<file path="config.mk">
export PLATFORM = sky130hd
export DESIGN_NAME = usb_phy_resume_control
export DESIGN_NICKNAME = d
export VERILOG_FILES = /design/src/pkg/usb_phy_pkg.sv /design/src/hdl/usb_line_sync.sv /design/src/hdl/usb_line_filter.sv /design/src/hdl/usb_phy_resume_control.sv
export VERILOG_INCLUDE_DIRS = /design/src /design/src/pkg
export SDC_FILE = /design/constraint.sdc
export NUM_CORES = 1
export LEC_CHECK = 0
export ABC_AREA = 1
export BUFFER_PORTS_ARGS = -buffer_cell sky130_fd_sc_hd__buf_2
export CAP_MARGIN = 20
export CORE_MARGIN = 1.5
export CORE_UTILIZATION = 50
export DETAILED_ROUTE_END_ITERATION = 8
export PLACE_DENSITY_LB_ADDON = 0.1
export RECOVER_POWER = 50
export SLEW_MARGIN = 20
export SYNTH_ARGS = -nofsm -noshare
export SYNTH_HDL_FRONTEND = slang
export SYNTH_SLANG_ARGS = --single-unit
</file>
<file path="constraint.sdc">
create_clock -name CORE_CLK -period 3.1 [get_ports CORE_CLK]
set_input_delay 0.62 -clock CORE_CLK [delete_from_list [all_inputs] [get_ports CORE_CLK]]
set_output_delay 0.62 -clock CORE_CLK [all_outputs]
set_load 0.01 [all_outputs]
</file>
<file path="src/pkg/usb_phy_params.svh">
`ifndef USB_PHY_PARAMS_SVH
`define USB_PHY_PARAMS_SVH
// register byte offsets
`define OFS_POWER_SIGNAL   12'h03C
`define OFS_XCVR_CONTROL   12'h040
`define OFS_IRQ_STATUS     12'h044
`define OFS_IRQ_MASK       12'h048
`define OFS_LINE_STATUS    12'h04C
// power signalling fields
`define PWR_DATA_MSB       7
`define PWR_VALID_BIT      8
// transceiver control fields
`define CTL_PULLDOWN_OFF   18
`define CTL_WAKE_RESET     13
`define CTL_WAKE_RESUME    12
`define CTL_FILT_MSB       11
`define CTL_FILT_LSB       8
`define CTL_AUTO_RESUME    7
`define CTL_CONF_MSB       6
`define CTL_CONF_LSB       4
// writable masks and reset values
`define CTL_WRITE_MASK     32'h00043FF0
`define PWR_WRITE_MASK     32'h000001FF
`define CTL_RESET          32'h00000000
`define PWR_RESET          32'h00000000
// interrupt bits
`define IRQ_WAKE_RESET     0
`define IRQ_WAKE_RESUME    1
`define IRQ_LINE_CHANGE    2
`define IRQ_WIDTH          3
// widest filter exponent: 2**15 clocks
`define FILT_CNT_WIDTH     16
// synchroniser reset: suspend request low, line idle at j
`define SYNC_RESET         3'h1
`endif

</file>
<file path="src/pkg/usb_phy_pkg.sv">
package usb_phy_pkg;
  // usb line states as seen by the transceiver
  typedef enum logic [1:0] {
    LINE_SE0 = 2'h0,
    LINE_J   = 2'h1,
    LINE_K   = 2'h2,
    LINE_SE1 = 2'h3
  } line_state_e;
  typedef enum {
    SUSP_IDLE,
    SUSP_ASLEEP,
    SUSP_WAKE
  } suspend_state_e;
endpackage

</file>
<file path="src/hdl/usb_line_sync.sv">
`timescale 1ns/1ns
`include "usb_phy_params.svh"
// two-stage synchroniser for the raw line state and suspend pin
module usb_line_sync (
  // clock and reset
  input  wire logic       clk,
  input  wire logic       srst,
  // asynchronous inputs
  input  wire logic [2:0] async_in,
  // synchronised outputs
  output logic      [2:0] sync_out
);
  logic [2:0] stage1;
  logic [2:0] next_stage1;
  logic [2:0] next_sync;

  // first stage feeds only the second stage
  always_comb begin
    next_stage1 = async_in;
    next_sync   = stage1;
  end

  // reset to the idle levels, or the filter would see a false se0 edge
  always_ff @(posedge clk) begin
    if (srst) begin
      stage1   <= `SYNC_RESET;
      sync_out <= `SYNC_RESET;
    end else begin
      stage1   <= next_stage1;
      sync_out <= next_sync;
    end
  end
endmodule // usb_line_sync

</file>
<file path="src/hdl/usb_line_filter.sv">
`timescale 1ns/1ns
`include "usb_phy_params.svh"
// holds off a line-state change until it has lasted 2**n clocks
module usb_line_filter
  import usb_phy_pkg::*;
(
  // clock and reset
  input  wire logic       clk,
  input  wire logic       srst,
  // settings
  input  wire logic [3:0] log2_clocks,
  // line state
  input  wire logic [1:0] line_raw,
  output logic      [1:0] line_filt,
  output logic            changed
);
  logic [`FILT_CNT_WIDTH-1:0] count;
  logic [`FILT_CNT_WIDTH-1:0] next_count;
  logic [`FILT_CNT_WIDTH-1:0] target;
  logic [1:0]                 cand;
  logic [1:0]                 next_cand;
  logic [1:0]                 next_filt;
  logic                       next_changed;

  // a new value must repeat unbroken; k turning into se0 starts over,
  // so a short state squeezed between two others is never passed on
  always_comb begin
    target       = `FILT_CNT_WIDTH'(1) << log2_clocks;
    next_count   = '0;
    next_cand    = line_raw;
    next_filt    = line_filt;
    next_changed = 1'b0;
    if (line_raw != line_filt) begin
      if (line_raw == cand)
        next_count = count + `FILT_CNT_WIDTH'(1);
      else
        next_count = `FILT_CNT_WIDTH'(1);
      if (next_count >= target) begin
        next_filt    = line_raw;
        next_count   = '0;
        next_changed = 1'b1;
      end
    end
  end

  // the counter restarts on any glitch back to the old state
  always_ff @(posedge clk) begin
    if (srst) begin
      count     <= '0;
      cand      <= 2'h1;
      line_filt <= 2'h1;
      changed   <= 1'b0;
    end else begin
      count     <= next_count;
      cand      <= next_cand;
      line_filt <= next_filt;
      changed   <= next_changed;
    end
  end

  a_filter_holds: assert property (@(posedge clk) disable iff (srst)
    (line_raw == line_filt) |=> $stable(line_filt))
    else $error("filtered line moved while raw equalled it");
  a_filter_counts: assert property (@(posedge clk) disable iff (srst)
    $changed(line_filt) |-> (target == 1 || $past(line_raw) == line_filt))
    else $error("filter took a value the raw line did not show");
endmodule // usb_line_filter

</file>
<file path="src/hdl/usb_phy_resume_control.sv">
`timescale 1ns/1ns
`include "usb_phy_params.svh"
module usb_phy_resume_control
  import usb_phy_pkg::*;
(
  // clock and reset
  input  wire logic        CORE_CLK,
  input  wire logic        SRST,
  // apb slave
  input  wire logic        PSEL,
  input  wire logic        PENABLE,
  input  wire logic        PWRITE,
  input  wire logic [11:0] PADDR,
  input  wire logic [31:0] PWDATA,
  output logic      [31:0] PRDATA,
  output logic             PREADY,
  output logic             PSLVERR,
  // transceiver side
  input  wire logic [1:0]  LINE_STATE,
  input  wire logic        SUSPEND_REQ,
  output logic      [2:0]  TRANSCEIVER_CONFIG_PINS,
  output logic             WIDE_PORT_FIRST_PULLDOWN_EN,
  output logic             WIDE_PORT_SECOND_PULLDOWN_EN,
  output logic             SUSPENDED,
  // power signalling
  output logic      [7:0]  POWER_DATA,
  output logic             POWER_VALID,
  // interrupt
  output logic             IRQ
);
  ////////////////////////////////////////////////////////////////////////////
  // synchronise and filter the line
  logic [2:0] pins_sync;
  logic [1:0] line_filt;
  logic       line_changed;
  logic [31:0] ctl;
  logic [31:0] pwr;

  usb_line_sync u_sync (
    .clk      (CORE_CLK),
    .srst     (SRST),
    .async_in ({SUSPEND_REQ, LINE_STATE}),
    .sync_out (pins_sync)
  );

  usb_line_filter u_filter (
    .clk         (CORE_CLK),
    .srst        (SRST),
    .log2_clocks (ctl[`CTL_FILT_MSB:`CTL_FILT_LSB]),
    .line_raw    (pins_sync[1:0]),
    .line_filt   (line_filt),
    .changed     (line_changed)
  );

  ////////////////////////////////////////////////////////////////////////////
  // suspend controller
  suspend_state_e susp;
  suspend_state_e next_susp;
  logic           wake_reset;
  logic           wake_resume;
  logic           next_wake_reset;
  logic           next_wake_resume;

  // with auto-resume on, only K or SE0 on the filtered line ends suspend; J is idle
  always_comb begin
    next_susp        = susp;
    next_wake_reset  = 1'b0;
    next_wake_resume = 1'b0;
    case (susp)
      SUSP_IDLE: begin
        if (pins_sync[2] && ctl[`CTL_AUTO_RESUME])
          next_susp = SUSP_ASLEEP;
      end
      SUSP_ASLEEP: begin
        if (!ctl[`CTL_AUTO_RESUME]) begin
          next_susp = SUSP_IDLE;
        end else if (line_filt == LINE_SE0) begin
          next_susp       = SUSP_WAKE;
          next_wake_reset = 1'b1;
        end else if (line_filt == LINE_K) begin
          next_susp        = SUSP_WAKE;
          next_wake_resume = 1'b1;
        end
      end
      SUSP_WAKE: begin
        // wait for the suspend request to drop before rearming
        if (!pins_sync[2])
          next_susp = SUSP_IDLE;
      end
      default: next_susp = SUSP_IDLE;
    endcase
  end

  always_ff @(posedge CORE_CLK) begin
    if (SRST) begin
      susp        <= SUSP_IDLE;
      wake_reset  <= 1'b0;
      wake_resume <= 1'b0;
    end else begin
      susp        <= next_susp;
      wake_reset  <= next_wake_reset;
      wake_resume <= next_wake_resume;
    end
  end

  ////////////////////////////////////////////////////////////////////////////
  // apb register file
  logic [`IRQ_WIDTH-1:0] irq_status;
  logic [`IRQ_WIDTH-1:0] irq_mask;
  logic [31:0] next_ctl;
  logic [31:0] next_pwr;
  logic [`IRQ_WIDTH-1:0] next_irq_status;
  logic [`IRQ_WIDTH-1:0] next_irq_mask;
  logic [31:0] next_prdata;
  logic        next_pready;
  logic        next_pslverr;
  logic        access;
  logic        wr;
  logic        hit;
  logic [`IRQ_WIDTH-1:0] events;

  // one wait state: pready rises the cycle after the first access edge
  always_comb begin
    access = PSEL && PENABLE && !PREADY;
    wr     = access && PWRITE;
    events = '0;
    events[`IRQ_WAKE_RESET]  = wake_reset;
    events[`IRQ_WAKE_RESUME] = wake_resume;
    events[`IRQ_LINE_CHANGE] = line_changed;
    next_ctl        = ctl;
    next_pwr        = pwr;
    next_irq_mask   = irq_mask;
    next_irq_status = irq_status;
    next_prdata     = PRDATA;
    next_pready     = access;
    next_pslverr    = 1'b0;
    hit             = 1'b1;
    case (PADDR)
      `OFS_POWER_SIGNAL: begin
        next_prdata = pwr;
        if (wr)
          next_pwr = PWDATA & `PWR_WRITE_MASK;
      end
      `OFS_XCVR_CONTROL: begin
        next_prdata = ctl;
        if (wr)
          next_ctl = PWDATA & `CTL_WRITE_MASK;
      end
      `OFS_IRQ_STATUS: begin
        next_prdata = {{(32-`IRQ_WIDTH){1'b0}}, irq_status};
        if (wr)
          next_irq_status = irq_status & ~PWDATA[`IRQ_WIDTH-1:0];
      end
      `OFS_IRQ_MASK: begin
        next_prdata = {{(32-`IRQ_WIDTH){1'b0}}, irq_mask};
        if (wr)
          next_irq_mask = PWDATA[`IRQ_WIDTH-1:0];
      end
      `OFS_LINE_STATUS: begin
        // polled by software when auto-resume is off
        next_prdata = {29'h0, susp == SUSP_ASLEEP, line_filt};
      end
      default: begin
        hit         = 1'b0;
        next_prdata = 32'h0;
      end
    endcase
    if (access && !hit)
      next_pslverr = 1'b1;
    // hardware sets win over a software clear in the same cycle
    if (wake_reset)
      next_ctl[`CTL_WAKE_RESET] = 1'b1;
    if (wake_resume)
      next_ctl[`CTL_WAKE_RESUME] = 1'b1;
    next_irq_status = next_irq_status | events;
  end

  always_ff @(posedge CORE_CLK) begin
    if (SRST) begin
      ctl        <= `CTL_RESET;
      pwr        <= `PWR_RESET;
      irq_status <= '0;
      irq_mask   <= '0;
      PRDATA     <= 32'h0;
      PREADY     <= 1'b0;
      PSLVERR    <= 1'b0;
    end else begin
      ctl        <= next_ctl;
      pwr        <= next_pwr;
      irq_status <= next_irq_status;
      irq_mask   <= next_irq_mask;
      PRDATA     <= next_prdata;
      PREADY     <= next_pready;
      PSLVERR    <= next_pslverr;
    end
  end

  ////////////////////////////////////////////////////////////////////////////
  // registered outputs toward the transceiver, power logic and interrupt line
  always_ff @(posedge CORE_CLK) begin
    if (SRST) begin
      TRANSCEIVER_CONFIG_PINS      <= 3'h0;
      WIDE_PORT_FIRST_PULLDOWN_EN  <= 1'b1;
      WIDE_PORT_SECOND_PULLDOWN_EN <= 1'b1;
      SUSPENDED                    <= 1'b0;
      POWER_DATA                   <= 8'h0;
      POWER_VALID                  <= 1'b0;
      IRQ                          <= 1'b0;
    end else begin
      TRANSCEIVER_CONFIG_PINS <= ctl[`CTL_CONF_MSB:`CTL_CONF_LSB];
      WIDE_PORT_FIRST_PULLDOWN_EN  <= !ctl[`CTL_PULLDOWN_OFF];
      WIDE_PORT_SECOND_PULLDOWN_EN <= !ctl[`CTL_PULLDOWN_OFF];
      SUSPENDED   <= (susp == SUSP_ASLEEP);
      POWER_DATA  <= pwr[`PWR_DATA_MSB:0];
      POWER_VALID <= pwr[`PWR_VALID_BIT];
      IRQ         <= |(irq_status & irq_mask);
    end
  end

  ////////////////////////////////////////////////////////////////////////////
  // assertions
  a_pulldown_follows: assert property (
    @(posedge CORE_CLK) disable iff (SRST)
    ##1 (WIDE_PORT_FIRST_PULLDOWN_EN == !$past(ctl[`CTL_PULLDOWN_OFF]))
    && (WIDE_PORT_SECOND_PULLDOWN_EN == WIDE_PORT_FIRST_PULLDOWN_EN))
    else $error("pulldown enable does not follow control bit");
  a_wake_reset_flag: assert property (
    @(posedge CORE_CLK) disable iff (SRST)
    wake_reset |=> ctl[`CTL_WAKE_RESET])
    else $error("reset wake flag not set");
  a_wake_resume_flag: assert property (
    @(posedge CORE_CLK) disable iff (SRST)
    wake_resume |=> ctl[`CTL_WAKE_RESUME])
    else $error("resume wake flag not set");
  // the flags only fall through a register write
  a_flag_sticky: assert property (
    @(posedge CORE_CLK) disable iff (SRST)
    (ctl[`CTL_WAKE_RESET] && !wr) |=> ctl[`CTL_WAKE_RESET])
    else $error("reset wake flag dropped without a write");
  a_resume_sticky: assert property (
    @(posedge CORE_CLK) disable iff (SRST)
    (ctl[`CTL_WAKE_RESUME] && !wr) |=> ctl[`CTL_WAKE_RESUME])
    else $error("resume wake flag dropped without a write");
  a_wake_irq: assert property (
    @(posedge CORE_CLK) disable iff (SRST)
    wake_reset |=> irq_status[`IRQ_WAKE_RESET])
    else $error("reset wake left no interrupt status");
  a_wake_needs_auto: assert property (
    @(posedge CORE_CLK) disable iff (SRST)
    (wake_reset || wake_resume) |-> $past(ctl[`CTL_AUTO_RESUME]))
    else $error("wake raised with auto resume off");
  a_sleep_entry: assert property (
    @(posedge CORE_CLK) disable iff (SRST)
    (susp == SUSP_IDLE && pins_sync[2] && ctl[`CTL_AUTO_RESUME])
    |=> susp == SUSP_ASLEEP)
    else $error("suspend request with auto resume did not sleep");
  a_asleep_se0_wakes: assert property (
    @(posedge CORE_CLK) disable iff (SRST)
    (susp == SUSP_ASLEEP && ctl[`CTL_AUTO_RESUME] && line_filt == LINE_SE0)
    |=> wake_reset ##1 SUSPENDED == 1'b0)
    else $error("se0 during suspend did not wake");
  a_asleep_k_wakes: assert property (
    @(posedge CORE_CLK) disable iff (SRST)
    (susp == SUSP_ASLEEP && ctl[`CTL_AUTO_RESUME] && line_filt == LINE_K)
    |=> wake_resume ##1 SUSPENDED == 1'b0)
    else $error("k during suspend did not wake");
  // with auto resume off software polls, so no flag may rise
  a_manual_no_wake: assert property (
    @(posedge CORE_CLK) disable iff (SRST)
    (susp == SUSP_ASLEEP && !ctl[`CTL_AUTO_RESUME])
    |=> susp == SUSP_IDLE && !wake_reset && !wake_resume)
    else $error("suspend held or woke with auto resume off");
  a_config_pins: assert property (
    @(posedge CORE_CLK) disable iff (SRST)
    $changed(ctl[`CTL_CONF_MSB:`CTL_CONF_LSB]) |=>
    TRANSCEIVER_CONFIG_PINS == $past(ctl[`CTL_CONF_MSB:`CTL_CONF_LSB]))
    else $error("config pins do not follow field");
  a_power_valid: assert property (
    @(posedge CORE_CLK) disable iff (SRST)
    ##1 (pwr[31:9] == 23'h0) && POWER_VALID == $past(pwr[8]))
    else $error("power word reserved bits or valid flag wrong");
  a_power_data: assert property (
    @(posedge CORE_CLK) disable iff (SRST)
    1'b1 |=> POWER_DATA == $past(pwr[`PWR_DATA_MSB:0]))
    else $error("power data pins do not follow register");
  a_ctl_reserved: assert property (
    @(posedge CORE_CLK) disable iff (SRST)
    (ctl & ~`CTL_WRITE_MASK) == 32'h0)
    else $error("control register reserved bits set");
  // one-cycle answer; an error only ever rides with ready
  a_pready_pulse: assert property (
    @(posedge CORE_CLK) disable iff (SRST)
    PREADY |=> !PREADY)
    else $error("ready held for more than one cycle");
  a_pslverr_ready: assert property (
    @(posedge CORE_CLK) disable iff (SRST)
    PSLVERR |-> PREADY)
    else $error("slave error without ready");
  a_irq_level: assert property (
    @(posedge CORE_CLK) disable iff (SRST)
    1'b1 |=> IRQ == (|$past(irq_status & irq_mask)))
    else $error("interrupt output does not follow status and mask");
endmodule // usb_phy_resume_control

</file>
==> results_dict.tcl <==
set metrics [dict create \
    placed_cells 729 \
    syn_area_mm2 0.00417 \
    drt_first_pass_iters 5 \
    yosysSeqAreaShare_pct 42.7 \
    grt_pass1_vias 3271 \
    cts_max_level 3 \
    fmax_mhz 383 \
    setup_viol 0 \
    crit_arrival_ns 2.91 \
    fp.coreArea_mm2 0.00813 \
    num_io_pins 102 \
    timing.rr.start "u_filter.count[0]" \
    cellPowerDensity_mw_per_mm2 442 \
    grt_pass1_wl_um 14500 \
    cts-root-buf "clkbuf_8" \
    yosysTopAreaCellShare_pct 42.7 \
    antenna_found_initial 0 \
    reg2reg_to "u_filter.count[14]" \
    drtIter0Drc 201 \
    vias 3570 \
    p_leak_nw 2.09 \
    nFillCells 812 \
    post_cts_buffers 0 \
    synth_warnings 0 \
    fp.dieW_um 94.3 \
    drive_gt1_share_pct 12.0 \
    crit_type "register to register" \
    synthCells 570 \
    place.gp.congestion 0.850 \
    r2r_slack_ns 0.49 \
    grt_usage_pct 21.1 \
    yosysTopAreaCell "dfxtp_1" \
    area_delta_synth_final_pct 12.0 \
    fin_cells 745 \
    die_h_um 94.3 \
    synthTopCellsByCount "98 x nand2_1, 92 x nor2_1, 89 x dfxtp_1, 84 x inv_1, 37 x nand3_1" \
    cts_buffer_depth 2 \
    drv_slew 0 \
    grt_start_max_net_pins 34 \
    ys_seq_elements 89 \
    worst_setup_path_end_kind "register" \
    netlist-cell-type-count 37 \
    cts_buffers 9 \
    ys.flop_type "dfxtp_1" \
    overflow 0 \
    grt_setup_unrepaired "false" \
    multi_input_area_mm2 0.00190 \
    start_kind "register" \
    regArea_mm2 0.00178 \
    power.total_w 0.00206 \
    irDropWorstVdd_mv 0.215 \
    wl_per_cell_um 11.7 \
    drt-vias-per-instance 4.79 \
    fin_crit_sh_pct 84.3 \
    tightest_slew_ns 1.41 \
    synth_edf_count 0 \
    routed_wirelength_um 8710 \
    antenna_left 0 \
    initial_core_util_pct 51.3 \
    synthArstFlopShare_pct 0 \
    port_buffers 67 \
    ys_top_cells_by_area "dfxtp_1 43%, nand2_1 8.8%, nor2_1 8.3%" \
    dpl.hpwl_um 6540 \
    hold_viol_final 0 \
    cts_tree "built" \
    yosys.cell_count.top_type "nand2_1" \
    antenna_cells 0 \
    hold_depth 2 \
    path_max_fanout 16 \
    rows 33 \
    relSlewSlack_pct 6.26 \
    hp-start "u_sync.next_sync[2]" \
    min_period_ns 2.61 \
    fin_skew_ns 0.00952 \
    cap_violations 0 \
    whs_ns 0.403 \
    drc 0 \
    cts_sinks 89 \
    outcome "completed" \
    holdCritPathClass "register to register" \
    nNetsFinal 704 \
    whs_endpoint "u_sync.sync_out[2]" \
    clk-insertion-delay-late_ns 0.36 \
    ff2ff_path_depth 16 \
    tns_ns 0 \
    avgSynthCellArea_um2 7.32 \
    cp.required_ns 3.40 \
    fin_util_pct 57.4 \
    clkSlewWorstSetupHoldPaths_ns 0.09 \
    dieArea_mm2 0.00890 \
]
[worst max path at each step]
stage,from,to,slack (ns),cells past startpoint
floorplan,u_filter.count[0],u_filter.count[3],0.88,18
global placement,u_filter.count[0],u_filter.count[7],0.46,17
detailed placement,u_filter.count[0],u_filter.count[14],0.41,17
CTS,u_filter.count[0],u_filter.count[14],0.37,17
global route,u_filter.count[0],u_filter.count[14],0.09,17
finish,u_filter.count[0],u_filter.count[14],0.49,16
[sequential cells by signal (all words and copies together), names as in the netlist, 8 cells and up]
name,count
ctl,11
u_filter.count,16
pwr,9
POWER_DATA,8
PRDATA,15
[cell usage in the layout, fill, tap and decap left out, types with 21 or more instances in the layout]
master,instances
nand2_1,98
nor2_1,92
dfxtp_1,89
inv_1,84
nand3_1,37
buf_2,36
clkbuf_1,32
a21oi_1,27
nand4_1,21
[routing by layer]
metal | routed length [um] | vias up | part of all wire (%) | global-route usage (%)
li1 | - | 1907 | - | -
met5 | 0 | - | 0 | 0
met1 | 4190 | 1570 | 48 | 27.5
met4 | 126 | 0 | 1.4 | 9.08
met3 | 458 | 11 | 5.3 | 4.21
met2 | 3930 | 82 | 45 | 33.8
[metrics by stage]
stage	setup WS, ns	area, um2
after floorplan	0.877	4230
after global placement	0.461	4520
after detailed placement	0.410	4520
after CTS	0.371	4720
after global routing	0.0942	4670
final	0.487	4670
[timing repair]
item | in CTS | in global routing
setup endpoints to repair | 0 | 4
hold buffers | 0 | 0
gates resized for setup | 0 | 1
[cells by family (layout without fill, tap and decap cells)]
| kind of cell | count (synthesis) | in the layout | synth area share [%] |
|---|---|---|---|
| adders and majority gates | 17 | 17 | 5.10 |
| buffers and inverters | 121 | 175 | 13.0 |
| xor gates and xnor gates | 4 | 4 | 0.840 |
| other | 1 | 17 | 0.0899 |
| and+or+nand+nor | 281 | 281 | 30.9 |
| DFF | 89 | 89 | 42.7 |
| AOI/OAI and AO/OA | 57 | 57 | 7.41 |
[power by group]
group,switching (W),internal (W)
registers,0.00000518,0.00115
logic,0.0000597,0.0000290
clock network,0.000440,0.000380
[area by class of cell]
cell class | instances | area share, %
Sequential cell | 89 | 38.1
Clock inverter | 7 | 1.66
Timing Repair Buffer | 70 | 6.75
Clock buffer | 9 | 2.65
Inverter | 89 | 7.23
Multi-Input combinational cell | 376 | 40.8
Tap cell | 105 | 2.81
[critical path: stages (launching register included)]
cell and delay (ns):
dfxtp_1 0.36, nand3_1 0.11, inv_1 0.11, nand2_1 0.14
inv_1 0.08, nand2_1 0.10, nor2_1 0.14, nand2_1 0.06
nand2_1 0.06, nand3_1 0.10, inv_1 0.10, ha_1 0.25
a21oi_1 0.14, o21ai_0 0.10, nor2_2 0.28, nand3_4 0.24
nor2_1 0.17
Note: power is estimated with default switching activity, not from simulation.
